### src/hw/ier_pkg.sv
// Purpose: Shared constants for the interrupt enable register block
// Assumes: 32-bit classic Wishbone, byte addresses, one word per register
// Notes:   Register data sits in the low byte; upper bits read as zero
package ier_pkg;

    localparam int unsigned DATA_W   = 32;
    localparam int unsigned ADDR_W   = 8;
    localparam int unsigned REG_W    = 8;
    localparam int unsigned PERIPH_N = 8;

    // Register byte offsets
    localparam logic [7:0] OFS_CORE_EN = 8'h00;
    localparam logic [7:0] OFS_PERI_EN = 8'h04;
    localparam logic [7:0] OFS_CTRL    = 8'h08;
    localparam logic [7:0] OFS_FLAG    = 8'h0C;
    localparam logic [7:0] OFS_STAT    = 8'h10;
    localparam logic [7:0] OFS_MASK    = 8'h14;

    // Core enable register fields
    localparam int unsigned CORE_T0_BIT  = 5;
    localparam int unsigned CORE_PC_BIT  = 4;
    localparam int unsigned CORE_EXT_BIT = 0;

    // Control register fields
    localparam int unsigned CTRL_GIE_BIT  = 7;
    localparam int unsigned CTRL_PERIPHERAL_GROUP_ENABLE_BIT = 6;
    localparam int unsigned CTRL_EDGE_BIT = 0;

    // Flag register fields
    localparam int unsigned FLAG_EXT_BIT = 0;

    // Event status / mask fields
    localparam int unsigned EV_EXT_EDGE = 0;
    localparam int unsigned EV_T0_HSET  = 1;
    localparam int unsigned EV_EXT_HSET = 2;
    localparam int unsigned EV_REQ_RISE = 3;
    localparam int unsigned EV_N        = 4;

    // Reset values
    localparam logic [7:0]      CORE_EN_RST = 8'h00;
    localparam logic [7:0]      PERI_EN_RST = 8'h00;
    localparam logic            GIE_RST     = 1'b0;
    localparam logic            PERIPHERAL_GROUP_ENABLE_RST    = 1'b0;
    localparam logic            EDGE_RST    = 1'b1;
    localparam logic [EV_N-1:0] EV_RST      = 4'h0;

endpackage

### src/hw/ier_edge_detect.sv
// Purpose: Selectable rising or falling edge detector for one input
// Assumes: Input is synchronous to sys_clk
// Notes:   First sample after reset only primes the history, never fires
`timescale 1ns/1ns
`default_nettype none
module ier_edge_detect (
    // Clock and reset
    input  wire logic sys_clk,
    input  wire logic rst_b,
    // Sampled level and edge choice
    input  wire logic level,
    input  wire logic riseSel,
    // One-cycle edge pulse
    output logic      edgePulse
);

    logic prevLevel_ff;
    logic primed_ff;

    always_ff @(posedge sys_clk or negedge rst_b) begin
        if (!rst_b) begin
            prevLevel_ff <= 1'b0;
            primed_ff    <= 1'b0;
        end else begin
            prevLevel_ff <= level;
            primed_ff    <= 1'b1;
        end
    end

    always_comb begin
        if (!primed_ff) begin
            edgePulse = 1'b0;
        end else if (riseSel) begin
            edgePulse = level & ~prevLevel_ff;
        end else begin
            edgePulse = ~level & prevLevel_ff;
        end
    end

endmodule
`default_nettype wire

### src/hw/ier_enable_regs.sv
// Purpose: Interrupt enable registers and request gating for a small core
// Assumes: Classic Wishbone slave, 32-bit data, answer one cycle after request
// Notes:   Source flags other than the external pin live in their peripherals
`timescale 1ns/1ns
`default_nettype none
// Behaviour
// - Core enable bits 7-6 are unimplemented and always read zero.
// - Core enable bit 5 gates the 8-bit timer overflow interrupt.
// - Core enable bit 4 gates the pin-change interrupt.
// - Core enable bit 0 gates the external pin interrupt.
// - Peripheral interrupts pass only with the peripheral group enable set.
// - Eight read-write peripheral enable bits, all zero after reset.
// - Timer and external enables writable and hardware-settable; pin-change read-only.
// - External pin edge: rising when edge select is one, else falling.
// - Valid external edge sets its flag; vectoring needs global and pin enable.
// - Global enable clear blocks requests; pending ones serve when re-enabled.
module ier_enable_regs #(
    parameter int unsigned PERIPH_N = ier_pkg::PERIPH_N,
    parameter int unsigned DATA_W   = ier_pkg::DATA_W
) (
    // Clock and reset
    input  wire logic                sys_clk,
    input  wire logic                rst_b,
    // Wishbone slave
    input  wire logic                cyc_i,
    input  wire logic                stb_i,
    input  wire logic                we_i,
    input  wire logic [7:0]          adr_i,
    input  wire logic [3:0]          sel_i,
    input  wire logic [DATA_W-1:0]   dat_i,
    output logic      [DATA_W-1:0]   dat_o,
    output logic                     ack_o,
    // External interrupt pin
    input  wire logic                extPin,
    // Hardware sets of enables and pin-change enable source
    input  wire logic                timer0EnableSet,
    input  wire logic                extEnableSet,
    input  wire logic                pinChangeEnableIn,
    // Source flags from peripherals
    input  wire logic                timer0Flag,
    input  wire logic                pinChangeFlag,
    input  wire logic [PERIPH_N-1:0] periphFlags,
    // Core vectoring handshake
    input  wire logic                coreVectorTaken,
    input  wire logic                coreReturn,
    // Outputs
    output logic                     coreIrqReq,
    output logic [PERIPH_N-1:0]      periphEnables,
    output logic                     irq
);

    generate
        if (PERIPH_N != ier_pkg::REG_W) begin : g_bad_n
            $error("PERIPH_N must equal the register width");
        end
        if (DATA_W != ier_pkg::DATA_W) begin : g_bad_w
            $error("DATA_W must be 32");
        end
    endgenerate

    // Register state
    logic                      timer0En_ff;
    logic                      pinChangeEn_ff;
    logic                      extEn_ff;
    logic [PERIPH_N-1:0]       periEn_ff;
    logic                      globalEn_ff;
    logic                      periGroupEn_ff;
    logic                      edgeSel_ff;
    logic                      extFlag_ff;
    logic [ier_pkg::EV_N-1:0]  evStat_ff;
    logic [ier_pkg::EV_N-1:0]  evMask_ff;
    logic                      ack_ff;
    logic [DATA_W-1:0]         rdData_ff;
    logic                      coreReq_ff;

    // Bus decode
    logic                      access;
    logic                      wrLow;
    logic                      rdAccess;
    logic [7:0]                wrByte;
    logic [7:0]                rdByte;
    logic                      hitCore;
    logic                      hitPeri;
    logic                      hitCtrl;
    logic                      hitFlag;
    logic                      hitStat;
    logic                      hitMask;

    // Internal terms
    logic                      extEdge;
    logic                      periTerm;
    logic                      nxt_coreReq;
    logic [ier_pkg::EV_N-1:0]  evSet;

    assign access   = cyc_i & stb_i & ~ack_ff;
    assign wrLow    = access & we_i & sel_i[0];
    assign rdAccess = access & ~we_i;
    assign wrByte   = dat_i[7:0];

    assign hitCore = (adr_i == ier_pkg::OFS_CORE_EN);
    assign hitPeri = (adr_i == ier_pkg::OFS_PERI_EN);
    assign hitCtrl = (adr_i == ier_pkg::OFS_CTRL);
    assign hitFlag = (adr_i == ier_pkg::OFS_FLAG);
    assign hitStat = (adr_i == ier_pkg::OFS_STAT);
    assign hitMask = (adr_i == ier_pkg::OFS_MASK);

    // External pin edge detection
    ier_edge_detect u_ext_edge (
        .sys_clk   (sys_clk),
        .rst_b     (rst_b),
        .level     (extPin),
        .riseSel   (edgeSel_ff),
        .edgePulse (extEdge)
    );

    // Core enable register: timer0 and external enables
    always_ff @(posedge sys_clk or negedge rst_b) begin
        if (!rst_b) begin
            timer0En_ff <= ier_pkg::CORE_EN_RST[ier_pkg::CORE_T0_BIT];
            extEn_ff    <= ier_pkg::CORE_EN_RST[ier_pkg::CORE_EXT_BIT];
        end else begin
            if (timer0EnableSet) begin
                timer0En_ff <= 1'b1;
            end else if (wrLow && hitCore) begin
                timer0En_ff <= wrByte[ier_pkg::CORE_T0_BIT];
            end
            if (extEnableSet) begin
                extEn_ff <= 1'b1;
            end else if (wrLow && hitCore) begin
                extEn_ff <= wrByte[ier_pkg::CORE_EXT_BIT];
            end
        end
    end

    // Pin-change enable follows its source, never software
    always_ff @(posedge sys_clk or negedge rst_b) begin
        if (!rst_b) begin
            pinChangeEn_ff <= ier_pkg::CORE_EN_RST[ier_pkg::CORE_PC_BIT];
        end else begin
            pinChangeEn_ff <= pinChangeEnableIn;
        end
    end

    // Peripheral enable register
    always_ff @(posedge sys_clk or negedge rst_b) begin
        if (!rst_b) begin
            periEn_ff <= ier_pkg::PERI_EN_RST;
        end else if (wrLow && hitPeri) begin
            periEn_ff <= wrByte[PERIPH_N-1:0];
        end
    end

    // Control register: group enable and edge select
    always_ff @(posedge sys_clk or negedge rst_b) begin
        if (!rst_b) begin
            periGroupEn_ff <= ier_pkg::PERIPHERAL_GROUP_ENABLE_RST;
            edgeSel_ff     <= ier_pkg::EDGE_RST;
        end else if (wrLow && hitCtrl) begin
            periGroupEn_ff <= wrByte[ier_pkg::CTRL_PERIPHERAL_GROUP_ENABLE_BIT];
            edgeSel_ff     <= wrByte[ier_pkg::CTRL_EDGE_BIT];
        end
    end

    // Global enable: cleared on vector entry, set on return or by software
    always_ff @(posedge sys_clk or negedge rst_b) begin
        if (!rst_b) begin
            globalEn_ff <= ier_pkg::GIE_RST;
        end else if (coreReturn) begin
            globalEn_ff <= 1'b1;
        end else if (wrLow && hitCtrl) begin
            globalEn_ff <= wrByte[ier_pkg::CTRL_GIE_BIT];
        end else if (coreVectorTaken) begin
            globalEn_ff <= 1'b0;
        end
    end

    // External pin flag: edge sets regardless of enables, write-one clears
    always_ff @(posedge sys_clk or negedge rst_b) begin
        if (!rst_b) begin
            extFlag_ff <= 1'b0;
        end else if (extEdge) begin
            extFlag_ff <= 1'b1;
        end else if (wrLow && hitFlag && wrByte[ier_pkg::FLAG_EXT_BIT]) begin
            extFlag_ff <= 1'b0;
        end
    end

    // Request combination
    assign periTerm = periGroupEn_ff & |(periphFlags & periEn_ff);

    assign nxt_coreReq = globalEn_ff &
                         ((timer0Flag    & timer0En_ff)
                        | (pinChangeFlag & pinChangeEn_ff)
                        | (extFlag_ff    & extEn_ff)
                        | periTerm);

    always_ff @(posedge sys_clk or negedge rst_b) begin
        if (!rst_b) begin
            coreReq_ff <= 1'b0;
        end else begin
            coreReq_ff <= nxt_coreReq;
        end
    end

    // Event status: sticky, read clears, set wins over the clear
    always_comb begin
        evSet                       = '0;
        evSet[ier_pkg::EV_EXT_EDGE] = extEdge;
        evSet[ier_pkg::EV_T0_HSET]  = timer0EnableSet;
        evSet[ier_pkg::EV_EXT_HSET] = extEnableSet;
        evSet[ier_pkg::EV_REQ_RISE] = nxt_coreReq & ~coreReq_ff;
    end

    always_ff @(posedge sys_clk or negedge rst_b) begin
        if (!rst_b) begin
            evStat_ff <= ier_pkg::EV_RST;
        end else if (rdAccess && hitStat) begin
            evStat_ff <= evSet;
        end else begin
            evStat_ff <= evStat_ff | evSet;
        end
    end

    always_ff @(posedge sys_clk or negedge rst_b) begin
        if (!rst_b) begin
            evMask_ff <= ier_pkg::EV_RST;
        end else if (wrLow && hitMask) begin
            evMask_ff <= wrByte[ier_pkg::EV_N-1:0];
        end
    end

    // Read mux; unmapped offsets read zero
    always_comb begin
        rdByte = '0;
        if (hitCore) begin
            rdByte[ier_pkg::CORE_T0_BIT]  = timer0En_ff;
            rdByte[ier_pkg::CORE_PC_BIT]  = pinChangeEn_ff;
            rdByte[ier_pkg::CORE_EXT_BIT] = extEn_ff;
        end else if (hitPeri) begin
            rdByte[PERIPH_N-1:0] = periEn_ff;
        end else if (hitCtrl) begin
            rdByte[ier_pkg::CTRL_GIE_BIT]  = globalEn_ff;
            rdByte[ier_pkg::CTRL_PERIPHERAL_GROUP_ENABLE_BIT] = periGroupEn_ff;
            rdByte[ier_pkg::CTRL_EDGE_BIT] = edgeSel_ff;
        end else if (hitFlag) begin
            rdByte[ier_pkg::FLAG_EXT_BIT] = extFlag_ff;
        end else if (hitStat) begin
            rdByte[ier_pkg::EV_N-1:0] = evStat_ff;
        end else if (hitMask) begin
            rdByte[ier_pkg::EV_N-1:0] = evMask_ff;
        end
    end

    // Bus answer one cycle after the request, dropped the cycle after
    always_ff @(posedge sys_clk or negedge rst_b) begin
        if (!rst_b) begin
            ack_ff    <= 1'b0;
            rdData_ff <= '0;
        end else begin
            ack_ff <= access;
            if (rdAccess) begin
                rdData_ff <= {{(DATA_W-8){1'b0}}, rdByte};
            end
        end
    end

    assign ack_o         = ack_ff;
    assign dat_o         = rdData_ff;
    assign coreIrqReq    = coreReq_ff;
    assign periphEnables = periEn_ff;
    assign irq           = |(evStat_ff & evMask_ff);

endmodule
`default_nettype wire

### config.mk
export PLATFORM = sky130hd
export DESIGN_NAME = ier_enable_regs
export DESIGN_NICKNAME = d
export VERILOG_FILES = /design/src/hw/ier_pkg.sv /design/src/hw/ier_edge_detect.sv /design/src/hw/ier_enable_regs.sv
export SDC_FILE = /design/constraint.sdc
export NUM_CORES = 1
export LEC_CHECK = 0
export ABC_CLOCK_PERIOD_IN_PS = 3800
export BUFFER_PORTS_ARGS = -buffer_cell sky130_fd_sc_hd__buf_2
export CORE_UTILIZATION = 30
export CTS_BUF_LIST = sky130_fd_sc_hd__clkbuf_4 sky130_fd_sc_hd__clkbuf_8
export DETAILED_ROUTE_END_ITERATION = 6
export HOLD_SLACK_MARGIN = 0.15
export PLACE_DENSITY_LB_ADDON = 0.15
export RECOVER_POWER = 100
export SLEW_MARGIN = 20
export SYNTH_ARGS = -nofsm -noshare
export SYNTH_HDL_FRONTEND = slang
export SYNTH_SLANG_ARGS = --single-unit
### constraint.sdc
create_clock -name sys_clk -period 3.8 [get_ports sys_clk]
set_input_delay 0.19 -clock sys_clk [delete_from_list [all_inputs] [get_ports sys_clk]]
set_output_delay 0.19 -clock sys_clk [all_outputs]
set_load 0.02 [all_outputs]
### Word level (Yosys, flattened, before mapping)

Cells that the tools add are included.

| storage, ports and cells | value |
|---|---|
| flip-flop bits (word level) | 35 |
| output and inout bits | 43 |
| word-level logic and storage cells | 84 |
| bits of input ports | 65 |

| operators by class | value |
|---|---|
| muxes and demuxes | 26 |
| equal/unequal tests | 5 |
| reduce and logical (&&, ||, !) cells | 14 |
| bitwise gates (word level) | 24 |

Operator list:

| operator | count |
|---|---|
| 8-bit by 4-bit == test with 1-bit output (second input constant) | 2 |
| 8-bit by 5-bit == test with 1-bit output (second input constant) | 2 |
| 4-bit 2-to-1 mux | 4 |
| 1-bit 2-to-1 mux | 14 |
| 1-bit AND | 13 |
| 2-bit 2-to-1 mux | 5 |
| 3-bit 2-to-1 mux | 3 |
| 8-bit AND | 1 |
| 8-bit by 3-bit == test with 1-bit output (second input constant) | 1 |
| 8-bit zero test | 1 |
| 8-bit OR reduction | 1 |
| 1-bit logical AND | 7 |
| 2-bit nonzero test | 3 |
| 1-bit NOT | 5 |
| 4-bit AND | 1 |
| 4-bit OR | 1 |
| 4-bit OR reduction | 1 |
| 1-bit OR | 3 |
| 3-bit nonzero test | 1 |

### Logic depth before layout (Yosys ltp)

| depth | value |
|---|---|
| depth after elaboration | 8 |
| mapped depth | 6 |
| gate-level depth less buffers | 4 |

### Hierarchy

Synthesis repeated with hierarchy kept, for this count alone.

| unflattened totals | value |
|---|---|
| cell total of the unflattened synthesis | 173 |
| area, all modules | 1893.1 um^2 |

Modules (own cells, without submodules):

| module | cells each | instances | seq. area each (um^2) | area each (um^2) |
|---|---|---|---|---|
| ier_enable_regs | 167 | 1 | 827.0 | 1815.5 |
| ier_edge_detect | 6 | 1 | 50.0 | 77.6 |

### Least setup slack after synthesis

No wires, ideal clock.

| timing | value |
|---|---|
| path type | input to register |
| start point | input port adr_i[1] |
| end point | register periEn_ff[0] (netlist: periphEnables[0]) |
| buffers on the path | 1 |
| setup slack | 1.908 ns |
| arrival time | 1.767 ns |
| library setup time | 0.125 ns |
| cell stages on the path | 5 |
| data required time | 3.675 ns |
| path through | or4_4 -> nor3_2 -> and4b_1 -> buf_2 -> mux2_2 |

| between the ends | value |
|---|---|
| longest elaborated chain between the ends | 2 |

Ends and longest elaborated chain:

| item | line | source |
|---|---|---|
| start: declaration | ier_enable_regs.sv:28 | `input wire logic [7:0] adr_i,` |
| 8-bit by 3-bit == test with 1-bit output | ier_enable_regs.sv:101 | `assign hitPeri = (adr_i == ier_pkg::OFS_PERI_EN);` |
| 1-bit logical AND | ier_enable_regs.sv:148 | `end else if (wrLow && hitPeri) begin` |
| end signal: assignment | ier_enable_regs.sv:147 | `periEn_ff <= ier_pkg::PERI_EN_RST;` |
| end signal: assignment | ier_enable_regs.sv:149 | `periEn_ff <= wrByte[PERIPH_N-1:0];` |
| end: declaration | ier_enable_regs.sv:65 | `logic [PERIPH_N-1:0] periEn_ff;` |

Every way passes these cells.
A chain may end at the register's enable or synchronous reset.

### Worst setup path in the final report

| timing | value |
|---|---|
| start point | input port adr_i[0] |
| end point | register periEn_ff[6] (netlist: periphEnables[6]) |

Same word-level chain as after synthesis.

==> impl_table.tex <==
\begin{tabular}{lr}
\hline
Metric & Value \\
\hline
\multicolumn{2}{l}{\textbf{Run status}} \\
\quad Outcome & complete, but fails checks \\
\quad Failing checks & capacitance limit, slew limit \\
\multicolumn{2}{l}{\textbf{STA}} \\
\quad Share of the clock period used by the worst path after layout & 0.639 \\
\quad Worst slew slack as a fraction of its limit & -0.270 \\
\quad Tightest Pin Transition & 1900 ps \\
\quad Post-Route Skew & 3.11 ps \\
\quad Setup TNS & 0 ps \\
\quad Worst Hold Slack & between 150 and 200 ps \\
\quad Final Hold Fails & 0 \\
\quad Worst path setup slack after routing & approximately 1400 ps \\
\quad Max-slew violation count & 36 \\
\quad Final period demand of the worst path & 2430 ps \\
\quad Final count of negative-setup-slack endpoints & 0 \\
\quad Maximum achievable frequency & 412 MHz \\
\quad Setup repair after global routing missed its margin & no \\
\multicolumn{2}{l}{\textbf{Setup path}} \\
\quad Series of cell instances along the critical path & buf\_2, or4\_1, nor3\_1, and4b\_1, mux2\_2 \\
\quad Destination of the critical timing path & periphEnables[6] \\
\quad Worst reg2reg path endpoint & evStat\_ff[0] \\
\quad Largest stage delay on the critical path & 720 ps \\
\quad Setup slack, reg-to-reg & 1760 ps \\
\quad Data arrival at the endpoint of the critical path & 2610 ps \\
\quad Highest fanout seen on the critical path & 9 \\
\quad WS Path Type & in -> reg \\
\quad Crit start category & input port \\
\quad R2R depth & 4 \\
\quad Crit. End Element & flip-flop \\
\quad Start point of the critical path & adr\_i[0] \\
\quad Slowest cell on the critical path & sky130\_fd\_sc\_hd\_\_nor3\_1 \\
\quad Data required time at the worst endpoint & 3980 ps \\
\quad Worst R2R Start & ack\_o \\
\multicolumn{2}{l}{\textbf{Logic synthesis}} \\
\quad Cell taking the most area after synthesis & sky130\_fd\_sc\_hd\_\_dfrtp\_1 \\
\quad Arithmetic-cell share of the synthesized area counting full adders, half adders and majority gates & 0 \\
\quad Proportion of synthesized chip area in sequential cells & 0.471 \\
\quad Portion of netlist area occupied by mux cells & 0.136 \\
\quad Main area contributors after synthesis & sky130\_fd\_sc\_hd\_\_dfrtp\_1, sky130\_fd\_sc\_hd\_\_mux2\_2, sky130\_fd\_sc\_hd\_\_buf\_4, sky130\_fd\_sc\_hd\_\_a22oi\_1, sky130\_fd\_sc\_hd\_\_mux2i\_1 \\
\quad Number of different library cells in the post-synthesis netlist & 40 \\
\quad Count of state elements after synthesis & 35 \\
\quad Syn avg cell area & between 10 and 15 µm² \\
\quad Proportion of synthesized flip-flops having asynchronous set or reset & 1.00 \\
\quad Top cell type's share of synthesized area & 0.457 \\
\quad Count of flip-flops with a built-in enable after synthesis & 0 \\
\quad Post-synthesis cell area & 1860 µm² \\
\quad Cells after synthesis & 169 \\
\quad Most instantiated cells after synthesis & sky130\_fd\_sc\_hd\_\_dfrtp\_1, sky130\_fd\_sc\_hd\_\_buf\_4, sky130\_fd\_sc\_hd\_\_mux2\_2, sky130\_fd\_sc\_hd\_\_a22oi\_1 \\
\quad Most used standard cell by instance count after synthesis & sky130\_fd\_sc\_hd\_\_dfrtp\_1 \\
\quad Xor-xnor portion of the synthesized cell area & 0 \\
\quad Simple-gate share of the synthesized area & 0.135 \\
\quad Post-synthesis compound-gate area fraction & 0.134 \\
\quad Warning count from the yosys run & 0 \\
\quad Combinational family with the most area after synthesis & multiplexers \\
\quad Ys flop type & sky130\_fd\_sc\_hd\_\_dfrtp\_1 \\
\multicolumn{2}{l}{\textbf{Global routing}} \\
\quad Vias in the first global route & 1380 \\
\quad Global routing usage summed across all routing layers & 0.153 \\
\quad First-pass GRT wire length & 7170 µm \\
\quad Number of antenna violations at the first check in global routing & 0 \\
\quad Overflow left after global routing & 0 \\
\quad Largest net degree at the start of global routing & 36 \\
\multicolumn{2}{l}{\textbf{Power and ir drop}} \\
\quad Max VDD drop & 0.000131 V \\
\quad P per Cell Area & 344 nW/µm² \\
\quad Leak & 1.06 nW \\
\multicolumn{2}{l}{\textbf{Finish}} \\
\quad \# nets final & 300 \\
\quad Antenna Diode Count & 0 \\
\quad Share of layout cells above drive strength 1 & 0.263 \\
\quad Filler cell count & roughly 650 \\
\quad Growth of design area from synthesis to finish & 23.3\% \\
\multicolumn{2}{l}{\textbf{Clock tree}} \\
\quad Sink Count & 35 \\
\quad CTS tree & built \\
\quad Cells resized by post-CTS repair & 0 \\
\quad H-tree levels & 2 \\
\quad Clock insertion delay at the later pin of the skew report & 290 ps \\
\quad Total clock buffers created by CTS & 5 \\
\quad Library cell used as clock root buffer & sky130\_fd\_sc\_hd\_\_clkbuf\_8 \\
\quad Number of buffers on the longest clock path & 2 \\
\quad Clock input transition at the sequential cells of the worst setup and hold paths & 70 ps \\
\multicolumn{2}{l}{\textbf{Job}} \\
\quad Max-capacitance violation count & 1 \\
\multicolumn{2}{l}{\textbf{Floorplan}} \\
\quad Core Box Area & a little under 6000 µm² \\
\quad Die Y-Extent & 80.8 µm \\
\quad Count of pins on the block boundary & 108 \\
\quad Number of standard-cell rows in the floorplan & 28 \\
\quad Overall die area & 6520 µm² \\
\quad Chip width & 80.8 µm \\
\quad Initial Util & 0.312 \\
\multicolumn{2}{l}{\textbf{Drt}} \\
\quad Number of DRC markers in iteration 0 & 78 \\
\quad Post-route DRC & 0 \\
\quad Ratio of routed vias to standard cells & 4.65 \\
\quad Post-detailed-route count of antenna-violating nets & 0 \\
\quad Initial DRT Pass Iterations & 4 \\
\quad Number of vias in the routed layout & 1447 \\
\quad Post-detailed-routing wire length & 4490 µm \\
\quad DR WL/cell & 14.4 µm \\
\multicolumn{2}{l}{\textbf{Placement}} \\
\quad \# port buffers & 56 \\
\quad Post-detail-place hpwl & 3270 µm \\
\quad Gp weighted congestion & between 0.7 and 0.8 \\
\quad Pre-CTS setup slack & 1380 ps \\
\multicolumn{2}{l}{\textbf{Worst hold path}} \\
\quad Min-delay worst type & in -> reg \\
\hline
\end{tabular}
## final cells by class
cell class                      count  area, µm²  area share
Inverter                            3       11.3     0.00491
Tap cell                           75       93.8      0.0409
Timing Repair Buffer               68        373       0.163
Clock buffer                        8        104      0.0453
Multi-Input combinational cell    122        835       0.364
Sequential cell                    35        877       0.382
## where the power goes
part | internal [mW] | leakage, nW | switching [mW] | total [mW]
combinational | 0.0355 | 0.572 | 0.0633 | 0.0988
sequential | 0.380 | 0.432 | 0.00467 | 0.384
clock | 0.173 | 0.0549 | 0.133 | 0.306
total | 0.588 | 1.06 | 0.201 | 0.789
## repair_timing
action / in CTS / in global routing
hold endpoints to repair: 47 / 0
setup buffers: 0 / 0
hold buffers: 12 / 0
## worst min path at each step
stage / depth (start not counted) / from / end
finish: 3 / coreReturn / globalEn_ff
floorplan: 0 / rst_b / ack_o
CTS: 3 / coreReturn / globalEn_ff
global placement: 1 / pinChangeEnableIn / pinChangeEn_ff
global route: 3 / coreReturn / globalEn_ff
detailed placement: 1 / pinChangeEnableIn / pinChangeEn_ff
## metrics by stage
stage | utilization | total power [mW] | instances | cell area (µm²)
floorplan | - | 0.462 | 192 | 1950
global placement | 0.354 | 0.483 | 291 | 2110
finish | 0.385 | 0.789 | 311 | 2290
global route | 0.385 | 0.831 | 311 | 2290
CTS | 0.392 | 0.804 | 311 | 2330
detailed placement | 0.354 | 0.484 | 291 | 2110
## state kept, by name (all words and copies together), names as in the netlist
name	flops
evStat_ff	4
u_ext_edge.primed_ff	1
timer0En_ff	1
periphEnables	8
edgeSel_ff	1
pinChangeEn_ff	1
coreIrqReq	1
extFlag_ff	1
globalEn_ff	1
dat_o	8
evMask_ff	4
periGroupEn_ff	1
extEn_ff	1
ack_o	1
u_ext_edge.prevLevel_ff	1
## layout by cell type (no fill, tap or decap), types with 3 or more instances in the layout
| cell type | count |
|---|---|
| sky130_fd_sc_hd__conb_1 | 25 |
| sky130_fd_sc_hd__nand2_1 | 9 |
| sky130_fd_sc_hd__nor2b_1 | 4 |
| sky130_fd_sc_hd__a22oi_1 | 12 |
| sky130_fd_sc_hd__nand3_1 | 3 |
| sky130_fd_sc_hd__mux2_2 | 18 |
| sky130_fd_sc_hd__dfrtp_1 | 34 |
| sky130_fd_sc_hd__nand2b_1 | 3 |
| sky130_fd_sc_hd__dlygate4sd3_1 | 12 |
| sky130_fd_sc_hd__buf_2 | 34 |
| sky130_fd_sc_hd__o41ai_1 | 3 |
| sky130_fd_sc_hd__clkbuf_1 | 22 |
| sky130_fd_sc_hd__a22o_1 | 4 |
| sky130_fd_sc_hd__mux2i_1 | 5 |
| sky130_fd_sc_hd__nor2_1 | 9 |
| sky130_fd_sc_hd__clkbuf_8 | 7 |
| sky130_fd_sc_hd__inv_1 | 3 |
## per-layer routing
metal,share of wire,vias to the layer above,track usage
met2,0.43,68,0.225
met1,0.49,677,0.218
met3,0.064,6,0.0449
met4,0.012,0,0.0429
met5,0,-,0
li1,-,696,-
## critical path: cells and delay by family
kind,cells,cell delay [ps]
buffers and inverters,1,110
muxes,1,390
and+or+nand+nor,3,1910
## cells by family (layout without fill, tap and decap cells)
kind of cell | Yosys count | in the layout
and+or+nand+nor | 42 | 42
DFF | 35 | 35
buffers and inverters | 35 | 79
AOI/OAI and AO/OA | 32 | 32
muxes | 23 | 23
other | 2 | 25
Power figures use the tool's default switching activity.
